File: src/bgs_pkg.sv
// Constants and types for the buck gate sequencer
// Functional notes
// Fixed 600 kHz internal switching oscillator
// Low side waits for switch-node fall
// High side waits for low-gate fall
// Watchdog forces low side if node stuck
// Reference ramps linearly to 0.8 V, 4.5 ms
// Pre-charged output shortens soft-start under 4 ms
// Undervoltage armed only after soft-start
// Soft-start waits supply-good and threshold acquisition
// Low side masked until high side switches
// Low side enabled at soft-start end anyway
// Masking applies only to loop requests
// Overcurrent compared only while low side on
// Four consecutive first-level events trip
// Second-level event trips immediately
// Overcurrent latches both switches off
// Threshold acquisition lasts about 5 ms
// Undervoltage latches both switches off
// Overvoltage: high off, low follows 0.4 V
// Power-good at soft-start end, window gated
// Overcurrent counter clears on clean cycle
// Watchdog interval is a cycle parameter
`default_nettype none
package bgs_pkg;
    localparam int unsigned CLK_HZ        = 200_000_000;
    localparam int unsigned SW_HZ         = 600_000;
    localparam int unsigned PERIOD_CYC    = CLK_HZ / SW_HZ;
    localparam int unsigned MAX_ON_CYC    = (PERIOD_CYC * 2) / 3;
    localparam int unsigned SS_TIME_US    = 4500;
    localparam int unsigned SS_CYC        = SS_TIME_US * (CLK_HZ / 1_000_000);
    localparam int unsigned OCSET_TIME_US = 5000;
    localparam int unsigned OCSET_CYC     = OCSET_TIME_US * (CLK_HZ / 1_000_000);
    localparam int unsigned WDOG_SW_CYC   = 1;
    localparam int unsigned OC_TRIP_COUNT = 4;
    localparam int unsigned REF_W         = 12;
    localparam logic [REF_W-1:0] REF_FINAL = 12'h800;
    localparam logic [2:0]  OC_CNT_RST    = 3'h0;

    typedef enum logic [1:0] {
        BGS_OCSET,
        BGS_SOFT,
        BGS_RUN,
        BGS_OFF
    } bgs_phase_t;

    typedef enum logic [1:0] {
        BGS_DEAD_LO,
        BGS_HIGH_ON,
        BGS_DEAD_HI,
        BGS_LOW_ON
    } bgs_gate_t;

    typedef struct packed {
        logic high_side_switch;
        logic low_side_switch;
    } bgs_drive_t;

    typedef struct packed {
        logic oc_first;
        logic oc_second;
        logic under;
        logic over;
        logic above_release;
        logic in_window;
    } bgs_sense_t;
endpackage
`default_nettype wire

File: src/bgs_osc.sv
// Switching-cycle oscillator: phase count and cycle-start pulse
`default_nettype none
module bgs_osc
    import bgs_pkg::*;
(
    input  wire logic        clk_i,
    input  wire logic        nrst_i,
    output logic [8:0]       phase_o,
    output logic             cycle_start_o
);
    logic [8:0] cnt_reg;
    logic [8:0] cnt_next;

    always_comb
    begin
        if (cnt_reg == 9'(PERIOD_CYC - 1))
            cnt_next = 9'h000;
        else
            cnt_next = cnt_reg + 9'h001;
    end

    always_ff @(posedge clk_i or negedge nrst_i)
    begin
        if (!nrst_i)
            cnt_reg <= 9'h000;
        else
            cnt_reg <= cnt_next;
    end

    assign phase_o       = cnt_reg;
    assign cycle_start_o = (cnt_reg == 9'h000);

    property p_period;
        @(posedge clk_i) disable iff (!nrst_i)
        cycle_start_o |=> !cycle_start_o [*8];
    endproperty
    a_period: assert property (p_period) else $error("cycle start too close");
endmodule
`default_nettype wire

File: src/bgs_core.sv
// Buck gate sequencer with soft-start and latched protections
`default_nettype none
module bgs_core
    import bgs_pkg::*;
#(
    parameter int unsigned SS_CYCLES    = SS_CYC,
    parameter int unsigned OCSET_CYCLES = OCSET_CYC,
    parameter int unsigned WDOG_CYCLES  = WDOG_SW_CYC
)
(
    input  wire logic             clk_i,
    input  wire logic             nrst_i,
    input  wire logic             pwm_request_i,
    input  wire logic             switch_node_low_i,
    input  wire logic             low_gate_low_i,
    input  wire bgs_sense_t       sense_i,
    output bgs_drive_t            drive_o,
    output logic [REF_W-1:0]      reference_o,
    output logic                  supply_ok_flag_o,
    output logic                  fault_latched_o
);
    logic [8:0]  phase;
    logic        cycle_start;

    bgs_osc u_osc
    (
        .clk_i         (clk_i),
        .nrst_i        (nrst_i),
        .phase_o       (phase),
        .cycle_start_o (cycle_start)
    );

    bgs_phase_t  ph_reg,    ph_next;
    bgs_gate_t   gt_reg,    gt_next;
    logic [31:0] tmr_reg,   tmr_next;
    logic [REF_W-1:0] ref_reg, ref_next;
    logic [2:0]  occ_reg,   occ_next;
    logic        oc1_cyc_reg, oc1_cyc_next;
    logic        hs_seen_reg, hs_seen_next;
    logic        ovp_reg,   ovp_next;
    logic        pg_reg,    pg_next;
    logic [31:0] wd_reg,    wd_next;
    logic        hs_reg,    hs_next;
    logic        ls_reg,    ls_next;
    logic        oc_trip,   uv_trip, ls_loop_ok, want_high, ovp_ls;

    // Clamp on-time so the bootstrap still refreshes
    assign want_high = pwm_request_i && (phase < 9'(MAX_ON_CYC));
    assign oc_trip   = ls_reg && (sense_i.oc_second
                     || (sense_i.oc_first && occ_reg == 3'(OC_TRIP_COUNT - 1)));
    assign uv_trip   = (ph_reg == BGS_RUN) && sense_i.under;
    assign ls_loop_ok = (ph_reg == BGS_RUN) || hs_seen_reg;
    assign ovp_ls    = ovp_reg && sense_i.above_release;

    always_comb
    begin
        ph_next      = ph_reg;
        tmr_next     = tmr_reg + 32'h1;
        ref_next     = ref_reg;
        occ_next     = occ_reg;
        oc1_cyc_next = oc1_cyc_reg || (ls_reg && sense_i.oc_first);
        hs_seen_next = hs_seen_reg;
        ovp_next     = ovp_reg || (sense_i.over && ph_reg != BGS_OCSET);
        pg_next      = pg_reg;
        case (ph_reg)
            BGS_OCSET:
            begin
                if (tmr_reg >= OCSET_CYCLES - 1)
                begin
                    ph_next  = BGS_SOFT;
                    tmr_next = 32'h0;
                end
            end
            BGS_SOFT:
            begin
                // Linear ramp; pre-charged output ends early when it reaches target
                ref_next = REF_W'((64'(tmr_reg) * REF_FINAL) / SS_CYCLES);
                if (hs_reg)
                    hs_seen_next = 1'b1;
                // Early end at 7/8 of the ramp keeps a pre-charged start under 4 ms
                if (tmr_reg >= SS_CYCLES - 1 || (hs_seen_reg && !sense_i.under
                        && sense_i.in_window && tmr_reg >= (SS_CYCLES * 7) / 8))
                begin
                    ph_next  = BGS_RUN;
                    ref_next = REF_FINAL;
                    pg_next  = 1'b1;
                end
            end
            BGS_RUN:
            begin
                tmr_next = tmr_reg;
                pg_next  = sense_i.in_window && !ovp_reg;
            end
            default:
            begin
                tmr_next = tmr_reg;
                pg_next  = 1'b0;
            end
        endcase
        if (cycle_start)
        begin
            // Counter tracks consecutive cycles; a boundary hit counts for the ending cycle
            occ_next = oc1_cyc_next ? occ_reg + 3'h1 : OC_CNT_RST;
            oc1_cyc_next = 1'b0;
        end
        if (oc_trip || uv_trip)
        begin
            ph_next = BGS_OFF;
            pg_next = 1'b0;
        end
    end

    // Gate sequencing with adaptive dead time
    always_comb
    begin
        gt_next = gt_reg;
        wd_next = 32'h0;
        hs_next = 1'b0;
        ls_next = 1'b0;
        case (gt_reg)
            BGS_DEAD_LO:
            begin
                // Idle loop parks on the low side once the node is down
                if (want_high && low_gate_low_i && !ovp_reg)
                    gt_next = BGS_HIGH_ON;
                else if (!want_high && switch_node_low_i)
                    gt_next = BGS_LOW_ON;
            end
            BGS_HIGH_ON:
            begin
                hs_next = want_high && !ovp_reg;
                if (!want_high || ovp_reg)
                begin
                    gt_next = BGS_DEAD_HI;
                    hs_next = 1'b0;
                end
            end
            BGS_DEAD_HI:
            begin
                wd_next = wd_reg + 32'h1;
                // Node stuck high on negative current: watchdog takes over
                if (switch_node_low_i || wd_reg >= WDOG_CYCLES * PERIOD_CYC - 1)
                    gt_next = BGS_LOW_ON;
            end
            default:
            begin
                ls_next = 1'b1;
                if (want_high)
                begin
                    gt_next = BGS_DEAD_LO;
                    ls_next = 1'b0;
                end
            end
        endcase
        if (ph_reg != BGS_SOFT && ph_reg != BGS_RUN)
        begin
            hs_next = 1'b0;
            ls_next = 1'b0;
            gt_next = BGS_DEAD_LO;
        end
        else if (gt_next == BGS_LOW_ON && !ls_loop_ok)
            ls_next = 1'b0;
        if (ovp_reg)
        begin
            hs_next = 1'b0;
            ls_next = ovp_ls;
        end
        if (oc_trip || uv_trip)
        begin
            hs_next = 1'b0;
            ls_next = 1'b0;
        end
    end

    always_ff @(posedge clk_i or negedge nrst_i)
    begin
        if (!nrst_i)
        begin
            ph_reg      <= BGS_OCSET;
            gt_reg      <= BGS_DEAD_LO;
            tmr_reg     <= 32'h0;
            ref_reg     <= '0;
            occ_reg     <= OC_CNT_RST;
            oc1_cyc_reg <= 1'b0;
            hs_seen_reg <= 1'b0;
            ovp_reg     <= 1'b0;
            pg_reg      <= 1'b0;
            wd_reg      <= 32'h0;
            hs_reg      <= 1'b0;
            ls_reg      <= 1'b0;
        end
        else
        begin
            ph_reg      <= ph_next;
            gt_reg      <= gt_next;
            tmr_reg     <= tmr_next;
            ref_reg     <= ref_next;
            occ_reg     <= occ_next;
            oc1_cyc_reg <= oc1_cyc_next;
            hs_seen_reg <= hs_seen_next;
            ovp_reg     <= ovp_next;
            pg_reg      <= pg_next;
            wd_reg      <= wd_next;
            hs_reg      <= hs_next;
            ls_reg      <= ls_next;
        end
    end

    assign drive_o.high_side_switch = hs_reg;
    assign drive_o.low_side_switch  = ls_reg;
    assign reference_o              = ref_reg;
    assign supply_ok_flag_o         = pg_reg;
    assign fault_latched_o          = (ph_reg == BGS_OFF) || ovp_reg;

    property p_no_overlap;
        @(posedge clk_i) disable iff (!nrst_i)
        !(hs_reg && ls_reg);
    endproperty
    a_no_overlap: assert property (p_no_overlap) else $error("shoot-through");

    property p_hs_after_lgate;
        @(posedge clk_i) disable iff (!nrst_i)
        $rose(hs_reg) |-> $past(low_gate_low_i);
    endproperty
    a_hs_after_lgate: assert property (p_hs_after_lgate) else $error("high early");

    property p_wdog;
        @(posedge clk_i) disable iff (!nrst_i)
        (gt_reg == BGS_DEAD_HI && wd_reg == WDOG_CYCLES * PERIOD_CYC - 1)
            |=> gt_reg == BGS_LOW_ON;
    endproperty
    a_wdog: assert property (p_wdog) else $error("watchdog missed");

    property p_ss_wait;
        @(posedge clk_i) disable iff (!nrst_i)
        ph_reg == BGS_OCSET |-> !hs_reg && !ls_reg;
    endproperty
    a_ss_wait: assert property (p_ss_wait) else $error("switching before start");

    property p_mask;
        @(posedge clk_i) disable iff (!nrst_i)
        (ph_reg == BGS_SOFT && !hs_seen_reg && !ovp_reg) |=> !ls_reg;
    endproperty
    a_mask: assert property (p_mask) else $error("low side unmasked");

    property p_oc2;
        @(posedge clk_i) disable iff (!nrst_i)
        (ls_reg && sense_i.oc_second) |=> ph_reg == BGS_OFF && !hs_reg && !ls_reg;
    endproperty
    a_oc2: assert property (p_oc2) else $error("second level missed");

    property p_latch;
        @(posedge clk_i) disable iff (!nrst_i)
        ph_reg == BGS_OFF |=> ph_reg == BGS_OFF && !hs_reg;
    endproperty
    a_latch: assert property (p_latch) else $error("latch released");

    property p_uv_arm;
        @(posedge clk_i) disable iff (!nrst_i)
        (ph_reg == BGS_SOFT && sense_i.under) |=> ph_reg != BGS_OFF || $past(oc_trip);
    endproperty
    a_uv_arm: assert property (p_uv_arm) else $error("undervoltage armed early");

    property p_ovp;
        @(posedge clk_i) disable iff (!nrst_i)
        ovp_reg |=> !hs_reg;
    endproperty
    a_ovp: assert property (p_ovp) else $error("high on in overvoltage");

    property p_pg;
        @(posedge clk_i) disable iff (!nrst_i)
        (ph_reg == BGS_SOFT && $past(ph_reg) == BGS_SOFT) |-> !pg_reg;
    endproperty
    a_pg: assert property (p_pg) else $error("power-good early");
endmodule
`default_nettype wire

File: config.mk
export PLATFORM = sky130hd
export DESIGN_NAME = bgs_core
export DESIGN_NICKNAME = d
export VERILOG_FILES = /design/src/bgs_pkg.sv /design/src/bgs_osc.sv /design/src/bgs_core.sv
export SDC_FILE = /design/constraint.sdc
export NUM_CORES = 1
export LEC_CHECK = 0
export BUFFER_PORTS_ARGS = -buffer_cell sky130_fd_sc_hd__buf_2
export CAP_MARGIN = 10
export CORE_ASPECT_RATIO = 0.8
export CORE_MARGIN = 5
export CORE_UTILIZATION = 37
export CTS_BUF_LIST = sky130_fd_sc_hd__clkbuf_2 sky130_fd_sc_hd__clkbuf_4 sky130_fd_sc_hd__clkbuf_8
export CTS_CLUSTER_SIZE = 28
export DETAILED_ROUTE_END_ITERATION = 16
export GPL_ROUTABILITY_DRIVEN = 0
export GPL_TIMING_DRIVEN = 0
export HOLD_SLACK_MARGIN = 0.1
export PLACE_DENSITY = 0.57
export RECOVER_POWER = 25
export SYNTH_ARGS = -nofsm -noshare
export SYNTH_HDL_FRONTEND = slang
export SYNTH_SLANG_ARGS = --single-unit
File: constraint.sdc
create_clock -name clk_i -period 69.2 [get_ports clk_i]
set_input_delay 3.46 -clock clk_i [delete_from_list [all_inputs] [get_ports clk_i]]
set_output_delay 3.46 -clock clk_i [all_outputs]
set_load 0.02 [all_outputs]
# After elaboration in Yosys (flattened, before gate mapping)
# Cells that the tools add are included.
dict set report classes {
  div_mod_pow 1
  n_addsub 4
  n_mux 32
  magnitude_cmp 5
  eq_ne 13
  reduce_logical 40
}
# cell count
set op_table {}
lappend op_table {{>= comparator 32 x 20 -> 1 bit (second input constant)} 3}
lappend op_table {{adder 32 x 1 -> 32 bit (second input constant)} 2}
lappend op_table {{divider 43 x 20 -> 64 bit (second input constant)} 1}
lappend op_table {{two-way mux 32 bit} 2}
lappend op_table {{one-hot mux 32 bit (2 select lines)} 1}
lappend op_table {{>= comparator 32 x 9 -> 1 bit (second input constant)} 1}
lappend op_table {{two-way mux 2 bit} 9}
lappend op_table {{logical AND 1 bit} 17}
lappend op_table {{two-way mux 1 bit} 14}
lappend op_table {{two-way mux 12 bit} 1}
lappend op_table {{adder 9 x 1 -> 9 bit (second input constant)} 1}
lappend op_table {{== test 9 bit (second input constant)} 1}
lappend op_table {{logical NOT 9 bit} 1}
lappend op_table {{logical OR 1 bit} 9}
lappend op_table {{< comparator 9 x 8 -> 1 bit (second input constant)} 1}
lappend op_table {{two-way mux 9 bit} 1}
lappend op_table {{== test 2 bit (second input constant)} 4}
lappend op_table {{inequality test 3 bit (second input constant)} 2}
lappend op_table {{one-hot mux 2 bit (3 select lines)} 1}
lappend op_table {{== test 2 x 1 -> 1 bit (second input constant)} 2}
lappend op_table {{logical NOT 1 bit} 4}
lappend op_table {{logical NOT 2 bit} 2}
lappend op_table {{inequality test 2 bit (second input constant)} 2}
lappend op_table {{one-hot mux 2 bit (2 select lines)} 1}
lappend op_table {{10 further kinds} 12}
dict set report totals {
  word_cells 108
  register_bits 98
  output_inout_bits 16
}

# Longest topological paths before layout
# Gate-level depths: netlist (run 1).
dict set report logic_depth {
  word_depth 13
  depth_mapped 136
  depth_no_buf 109
}

# By module
# Synthesis (run 1) repeated with hierarchy kept, for this count alone.
dict set report unflattened {
  cells_unflattened 3116
  area_unflattened_um2 22009.9
}
# module n_inst seq_area_each_um2 area_per_inst_um2 cells_each
set by_module_without_submodules {}
lappend by_module_without_submodules {bgs_core 1 2227.1 21566.9 3072}
lappend by_module_without_submodules {bgs_osc 1 225.2 442.9 44}

# Worst setup path before layout (run 1)
# OpenSTA, ideal clock, no wires.
dict set report synth_timing {
  path_type {reg-to-reg}
  start {register tmr_reg[31]}
  end {register ref_reg[0] (netlist: reference_o[0])}
  path_slack_ns 40.924
  t_required_ns 69.060
  setup_time_ns 0.140
  stages_incl_launch_ff 122
  arrival_ns 28.136
  n_path_buf 15
  synth_period_minus_slack_ns 28.276
  cell_sequence {dfrtp_1 > buf_2 > and3_1 > clkbuf_1 > a31oi_4 > a22oi_1 > or2_1 > buf_2 > o211a_2 > o21ai_1 > xor2_1 > o31a_1 > o311a_1 > buf_2 > nor3_1 > mux2_2 > or3_1 > buf_4 > [86 not listed] > buf_2 > or2_2 > xor2_1 > nor2_1 > o211ai_1 > a21boi_1 > nor2_1 > clkbuf_1 > inv_1 > ha_1 > nor3_1 > o2111a_1 > o21ai_1 > a221oi_1 > o21ai_0 > a221o_1 > a211oi_2 > a41oi_1}
}
dict set report synth_between {
  elab_chain_cells 4
  elab_cells_between_ends 6
}
# element line_no
set synth_lines {}
lappend synth_lines {{start, declared} bgs_core.sv:35} ;# logic [31:0] tmr_reg, tmr_next;
lappend synth_lines {{start signal, assigned} bgs_core.sv:196} ;# tmr_reg <= tmr_next;
lappend synth_lines {{branches (longest 3 deep; another with divider 43 x 20 -> 64 bit)} --}
lappend synth_lines {{two-way mux 12 bit *} bgs_core.sv:81} ;# if (tmr_reg >= SS_CYCLES - 1 || (hs_seen_reg && !sense_i.under
lappend synth_lines {{end signal, assigned} bgs_core.sv:197} ;# ref_reg <= ref_next;
lappend synth_lines {{end, declared} bgs_core.sv:36} ;# logic [REF_W-1:0] ref_reg, ref_next;
# Mark *: on every way between the ends.
# A chain may end at the register's enable or synchronous reset.

# Final worst setup path (run 1)
dict set report layout_timing {
  start {register tmr_reg[18]}
  end {register ref_reg[0] (netlist: reference_o[0])}
}
# Same word-level chain as after synthesis.

==> run_results.csv, run 1 <==
group,metric,value,unit
setup_path,reg2reg_depth,119,
drt,wl,67.18,mm
floorplan,die_y,225.2,um
floorplan,die_area,62820,um2
synth,synthArstFlopShare,100.0,%
floorplan,die_w,279.0,um
power_and_ir_drop,clkPwrFrac,30.0,%
setup_path,worstPathRequired,69460,ps
synth,yosys_warnings,0,
synth,syn_nets,3079,
sta,finClkSkew,27.12,ps
setup_path,r2r-end,"reference_o[0]",
power_and_ir_drop,power.density,6.193,nW/um2
global_route,grt_pass1_vias,20310,
sta,hold_viol,0,
setup_path,cp-end-kind,"register",
drt,route.vias.total,23580,
synth,ys.flop_type,"dfrtp_1",
sta,tightest_slew,1216,ps
flow_run,max-cap-violations,0,
sta,period_share,52.82,%
sta,setup_viol,0,
clock_tree,htree_levels,3,
drt,drc,0,
setup_path,regToRegStartpoint,"tmr_reg[18]",
clock_tree,cts_buffers,9,
synth,syn_area_per_cell,7.026,um2
clock_tree,cts_sinks,98,
power_and_ir_drop,combPwrFrac,27.8,%
setup_path,reg2reg_setup_slack,32650,ps
global_route,grt_pass1_wl,109.6,mm
setup_path,cp_max_fo,10,
sta,slew_headroom,18.33,%
place,dp_cells,3835,
final_layout,final_util,39.89,%
global_route,grt_max_degree,55,
setup_path,cp_data_arrival_time,36810,ps
clock_tree,hold_buffers,0,
clock_tree,clockRootBuffer,"clkbuf_8",
final_layout,drive_gt1_share,9.123,%
final_layout,fin_nets,3117,
setup_path,crit_slowest_cell,"o311ai_1",
sta,final_max_slew_viol_count,0,
synth,synthCells,3048,
place,port_buffers,26,
sta,fin_crit,36550,ps
sta,setup_ws,32650,ps
synth,ys_ff_latch,98,
final_layout,layoutNonFillerInstCount,3851,
power_and_ir_drop,p_seq_share,42.3,%
sta,fmax,0.02736,GHz
clock_tree,cts_tree,"done",
synth,syn_area,21410,um2
clock_tree,insertion_delay,390,ps
setup_path,crit_buf_inv,17,
final_layout,syn_to_final_growth,6.159,%
sta,rsz0062_at_grt,"false",
clock_tree,clk_pin_slew,120,ps
drt,drt-initial-drc-count,2438,
synth,ys_seq_area_share,11.45,%
power_and_ir_drop,power.switching,0.05192,mW
min_path,hold_path_class,"register to register",
power_and_ir_drop,power.leakage,7.783,nW
drt,postRouteAntennaNets,0,
run_status,status,"completed",
setup_path,path_delay_family,"compound AO/OA/AOI/OAI gates",
min_path,hold_end,"hs_seen_reg",
setup_path,cp_slowest_stage_delay,870,ps
place,dp_worst_setup_slack,33830,ps
power_and_ir_drop,ir_drop,0.009648,mV
min_path,worstHoldStart,"hs_seen_reg",
synth,synth-edff-count,0,
setup_path,path_common_cell,"nand2_1",
floorplan,start_util,37.57,%
setup_path,crit_type,"register to register",
place,dpl.hpwl,53.58,mm
synth,synth.distinct_cells,144,
clock_tree,cts_setup_buffers,0,
global_route,grt_antenna_before_repair,0,
power_and_ir_drop,p_int,0.08886,mW
drt,via_per_inst,6.124,
setup_path,startpoint,"tmr_reg[18]",
min_path,min_path_cells,1,
global_route,grt-ovfl-total,0,
power_and_ir_drop,swShare,36.88,%
floorplan,num_rows,78,
global_route,grt_usage,20.12,%
floorplan,core_area,56990,um2
floorplan,io_pins,27,
clock_tree,post_cts_resized,0,
drt,drt_pre_antenna_iters,5,
clock_tree,cts_buffer_depth,2,
drt,wl_per_cell,17.45,um
setup_path,start_kind,"register",
sta,setup_tns,0,ps
final_layout,n_antenna_cell,0,
==> cell usage after synthesis (all sizes together), types with 13 or more instances <==
cell type | instances | area (um2)
a2111oi | 13 | 162.7
a211o | 18 | 157.7
a211oi | 59 | 503.0
a21boi | 29 | 221.5
a21o | 50 | 382.9
a21oi | 194 | 1027
a221oi | 14 | 135.1
a2bb2oi | 13 | 120.1
a31o | 16 | 140.1
a31oi | 49 | 361.6
a32oi | 13 | 140.1
and2 | 61 | 384.1
and3 | 48 | 305.3
and4 | 20 | 175.2
buf | 62 | 332.8
clkbuf | 73 | 274.0
dfrtp | 98 | 2452
ha | 20 | 250.2
inv | 80 | 300.3
mux2 | 21 | 236.5
mux2i | 48 | 480.5
nand2 | 269 | 1017
nand2b | 28 | 182.7
nand3 | 145 | 730.7
nand4 | 49 | 327.8
nor2 | 336 | 1286
nor2b | 17 | 106.4
nor3 | 116 | 618.1
nor3b | 18 | 135.1
nor4 | 34 | 249.0
o2111ai | 14 | 128.9
o211ai | 46 | 374.1
o21a | 41 | 309.1
o21ai | 232 | 1210
o22ai | 30 | 187.7
o31a | 14 | 122.6
o31ai | 30 | 254.0
or2 | 40 | 250.2
or3 | 55 | 344.1
or4 | 24 | 191.4
xnor2 | 185 | 1650
xor2 | 95 | 854.6
==> cell type report <==
class	count	area, um2
buffer	135	606.8
clock buffer	9	123.9
clock inverter	7	95.09
fill	6159	34260
inverter	82	309.0
multi-input combinational	2733	18030
sequential	98	2452
tap	760	950.9
timing repair buffer	27	160.2
==> metal layers <==
metal / global-route usage, % / up-vias / routed length [um]
li1: - / 11660 / -
met1: 34.24 / 11160 / 36460
met2: 27.38 / 727 / 25970
met3: 1.958 / 35 / 4225
met4: 2.041 / 0 / 522
met5: 0 / - / 0
==> stage by stage <==
stage / instance area, um2 / power (mW) / hold slack [ps]
2_1_floorplan: 21410 / 0.08850 / 448.5
3_3_place_gp: 22500 / 0.09905 / 468.4
3_5_place_dp: 22530 / 0.09896 / 472.8
4_1_cts: 22740 / 0.1418 / 498.8
5_1_grt: 22730 / 0.1494 / 522.5
6_report: 22730 / 0.1408 / 497.3
==> cells in the final DEF (no fill, tap or decap), drive strengths merged, types with 28 or more instances in the layout <==
cell type	count
and2	61
xor2	95
inv	83
or2	40
o21ai	232
nand4	49
a21boi	29
mux2i	48
xnor2	185
a211oi	59
or3	55
a31oi	49
o22ai	30
o21a	41
clkbuf	82
and3	48
o31ai	30
o211ai	46
dfrtp	98
nor4	34
nor2	336
nor3	116
a21o	50
nand2	269
buf	89
a21oi	194
nand2b	28
nand3	145
==> cell families after synthesis <==
group / count (synthesis) / synth area share (%)
XOR/XNOR: 281 / 11.80
adder cells (fa/ha/maj): 30 / 1.636
AO/OA/AOI/OAI: 1053 / 36.18
flip-flops: 98 / 11.45
AND/OR/NAND/NOR: 1299 / 31.19
multiplexers: 70 / 3.453
buffers and inverters: 217 / 4.277
==> power groups by stage <==
stage | Combinational, mW | Clock, mW | Sequential [mW]
final | 0.0391 | 0.0422 | 0.0595
after global routing | 0.0434 | 0.0462 | 0.0598
after CTS | 0.0385 | 0.0437 | 0.0596
after detailed placement | 0.0383 | 0 | 0.0607
after global placement | 0.0384 | 0 | 0.0607
after floorplan | 0.0278 | 0 | 0.0607
==> how the worst max path moves through the flow <==
stage	slack [ps]	endpoint	cells after the start
detailed placement	33830	reference_o[0]	119
global placement	33550	reference_o[0]	119
floorplan	40920	reference_o[0]	121
CTS	33710	reference_o[0]	119
global route	29700	reference_o[0]	118
finish	32650	reference_o[0]	119
Power figures use the tool's default switching activity.
==> run 2: changes to the inputs <==
--- a/config.mk
+++ b/config.mk
@@ -5,6 +5,7 @@
 export SDC_FILE = /design/constraint.sdc
 export NUM_CORES = 1
 export LEC_CHECK = 0
+export ABC_AREA = 1
 export BUFFER_PORTS_ARGS = -buffer_cell sky130_fd_sc_hd__buf_2
 export CAP_MARGIN = 10
 export CORE_ASPECT_RATIO = 0.8
@@ -16,7 +17,7 @@
 export GPL_ROUTABILITY_DRIVEN = 0
 export GPL_TIMING_DRIVEN = 0
 export HOLD_SLACK_MARGIN = 0.1
-export PLACE_DENSITY = 0.57
+export PLACE_DENSITY = 0.59
 export RECOVER_POWER = 25
 export SYNTH_ARGS = -nofsm -noshare
 export SYNTH_HDL_FRONTEND = slang
==> constraint.sdc (replaced) <==
create_clock -name clk_i -period 30.4 [get_ports clk_i]
set_input_delay 1.52 -clock clk_i [delete_from_list [all_inputs] [get_ports clk_i]]
set_output_delay 1.52 -clock clk_i [all_outputs]
set_load 0.02 [all_outputs]
==> run_results.csv, run 2 <==
group,metric,value,unit
synth,yosys_warnings,0,
clock_tree,insertion_delay,410,ps
synth,synth_fa_ha_area_share,0.9019,%
drt,drt_pre_antenna_iters,5,
sta,rsz0062_at_grt,"false",
global_route,grt_pass1_vias,24540,
power_and_ir_drop,total_power,0.6102,mW
setup_path,crit_type,"register to register",
setup_path,cp_slowest_stage_delay,420,ps
global_route,grt-ovfl-total,0,
synth,synth_xor_area_share,2.994,%
drt,wl_met1,40.48,mm
sta,period_share,86.96,%
synth,ys.flop_type,"dfrtp_1",
power_and_ir_drop,power.density,20.78,nW/um2
final_layout,nFillCells,8217,
drt,drc,0,
clock_tree,post_cts_resized,0,
drt,wl,74.28,mm
synth,ys_ff_latch,98,
clock_tree,cts_buffer_depth,2,
drt,via_per_inst,4.886,
drt,route.vias.total,27640,
synth,synth-edff-count,0,
floorplan,die_area,80600,um2
sta,tightest_slew,2440,ps
place,dpl.hpwl,62.54,mm
drt,postRouteAntennaNets,0,
final_layout,fin_nets,4681,
synth,synthCells,4612,
synth,synthMostInstantiatedCell,"nand2_1",
floorplan,core_area,74050,um2
synth,yosysTopAreaCellShare,17.37,%
synth,synth-compound-area-share,5.975,%
sta,setup_tns,0,ps
setup_path,path_common_cell,"nand2_2",
final_layout,final_common_cell,"nand2_1",
run_status,status,"finished, violations left",
synth,syn_nets,4643,
final_layout,syn_to_final_growth,5.813,%
flow_run,max-cap-violations,1,
synth,synth.distinct_cells,78,
clock_tree,htree_levels,3,
setup_path,cp_data_arrival_time,26730,ps
drt,wl_per_cell,13.13,um
floorplan,die_y,254.9,um
sta,finClkSkew,28.16,ps
drt,drt-initial-drc-count,2032,
synth,synth_top_family_by_area,"simple AND/OR/NAND/NOR gates",
global_route,grt_usage,17.95,%
floorplan,io_pins,27,
clock_tree,hold_buffers,0,
sta,fmax,0.03783,GHz
global_route,grt_antenna_before_repair,3,
power_and_ir_drop,ir_drop,0.03006,mV
clock_tree,cts_sinks,98,
floorplan,start_util,37.47,%
clock_tree,clockRootBuffer,"clkbuf_8",
setup_path,cp_max_fo,10,
synth,synthSimpleGateAreaFrac,68.06,%
global_route,grt_pass1_wl,124.8,mm
drt,wl_met3,3.116,mm
clock_tree,cts_setup_buffers,0,
sta,fin_crit,26440,ps
setup_path,start_kind,"register",
sta,setup_viol,0,
synth,synth_largest_area_cell,"nand2_1",
synth,synth.area.top_cells,"nand2_1, nand2_4, nand3_1, dfrtp_1, nand2_2",
sta,slew_headroom,-62.65,%
synth,ys_seq_area_share,8.839,%
synth,muxShareOfSynthArea,0,%
synth,ys_top_cells_by_count,"nand2_1, nand3_1, nor2_1, inv_1, nand2_2",
clock_tree,cts_tree,"done",
global_route,grt_max_degree,62,
run_status,violations,"capacitance limit, slew limit",
floorplan,num_rows,89,
drt,wl_met2,29.91,mm
clock_tree,clk_pin_slew,110,ps
final_layout,final_util,39.65,%
final_layout,final_cell_mix,"nand2_1, nand3_1, nor2_1, inv_1, nand2_2",
synth,syn_area_per_cell,6.016,um2
place,port_buffers,26,
setup_path,worstPathRequired,30690,ps
min_path,hold_path_class,"register to register",
clock_tree,cts_buffers,9,
final_layout,drive_gt1_share,27.35,%
floorplan,die_w,316.2,um
setup_path,cp-end-kind,"register",
sta,hold_viol,0,
setup_path,crit_slowest_cell,"xor2_1",
synth,syn_area,27750,um2
sta,final_max_slew_viol_count,38,
power_and_ir_drop,power.leakage,15.76,nW
drt,top_layer,"met4",
synth,synthArstFlopShare,100.0,%
## run 2: cell types whose count changed after synthesis, moves of 87 or more
cell,change
a21oi_1,-107
inv_1,+393
inv_2,+108
nand2_1,+1018
nand2_2,+375
nand2_4,+261
nand3_1,+374
nand3_2,+115
nor2_1,+153
nor2_2,+87
o21ai_0,-88
xnor2_1,-176
## run 2: per-stage QoR
stage / std cells / worst slack (ps) / cell area (um2) / hold slack, ps
3_5_place_dp: 5640 / 4179 / 29160 / 466.5
4_1_cts: 5655 / 4068 / 29360 / 495.0
2_1_floorplan: 4612 / 8996 / 27750 / 443.1
3_3_place_gp: 5639 / 4253 / 29130 / 461.6
6_report: 5657 / 3965 / 29360 / 486.6
5_1_grt: 5657 / 1670 / 29360 / 514.9
## run 2: area by class of cell
class	count	area, um2	area share (%)
Multi-Input combinational cell	3795	21620	73.65
Inverter	633	2541	8.656
Sequential cell	98	2452	8.353
Tap cell	1001	1252	4.266
Buffer	86	1129	3.844
Timing Repair Buffer	27	155.1	0.5285
Clock buffer	10	137.6	0.4688
Clock inverter	5	62.56	0.2131
Antenna cell	2	5.005	0.01705
## run 2: cells by family (layout without fill, tap and decap cells)
kind of cell    Yosys count  count (layout)
other cells               0               2
flops                    98              98
buf+inv                 719             761
xor+xnor                 91              91
simple gates           3418            3418
fa+ha+maj                20              20
compound gates          266             266
## run 2: critical path: cells and delay by family (launching register included)
kind | cells | cell delay (ps)
AO/OA/AOI/OAI | 10 | 2940
XOR/XNOR | 3 | 1030
adder cells (fa/ha/maj) | 5 | 1150
buffers and inverters | 26 | 3930
flip-flops | 1 | 360
AND/OR/NAND/NOR | 140 | 16770
## run 2: path summary, 6_finish.rpt
| check | from | to | slack (ps) | cells after the start |
|---|---|---|---|---|
| worst max register to register | tmr_reg[21] | reference_o[0] | 3960 | 184 |
| max in group asynchronous | nrst_i | reference_o[4] | 27150 | 1 |
| min in group asynchronous | nrst_i | wd_reg[28] | 1840 | 1 |
| worst max-delay path | tmr_reg[21] | reference_o[0] | 3960 | 184 |
| worst min register to register | hs_seen_reg | hs_seen_reg | 490 | 2 |
| worst min-delay path | hs_seen_reg | hs_seen_reg | 490 | 2 |
## run 2: report_power, final
group          leakage, nW  switching, mW  internal (mW)
registers             1.32         0.0117          0.139
logic                 14.3          0.253          0.113
clock network        0.101         0.0522         0.0406
## run 2: layer usage
layer,vias to the layer above,global-route usage (%)
li1,14630,-
met1,12430,28.89
met2,540,26.46
met3,36,1.158
met4,0,2.613
met5,-,0
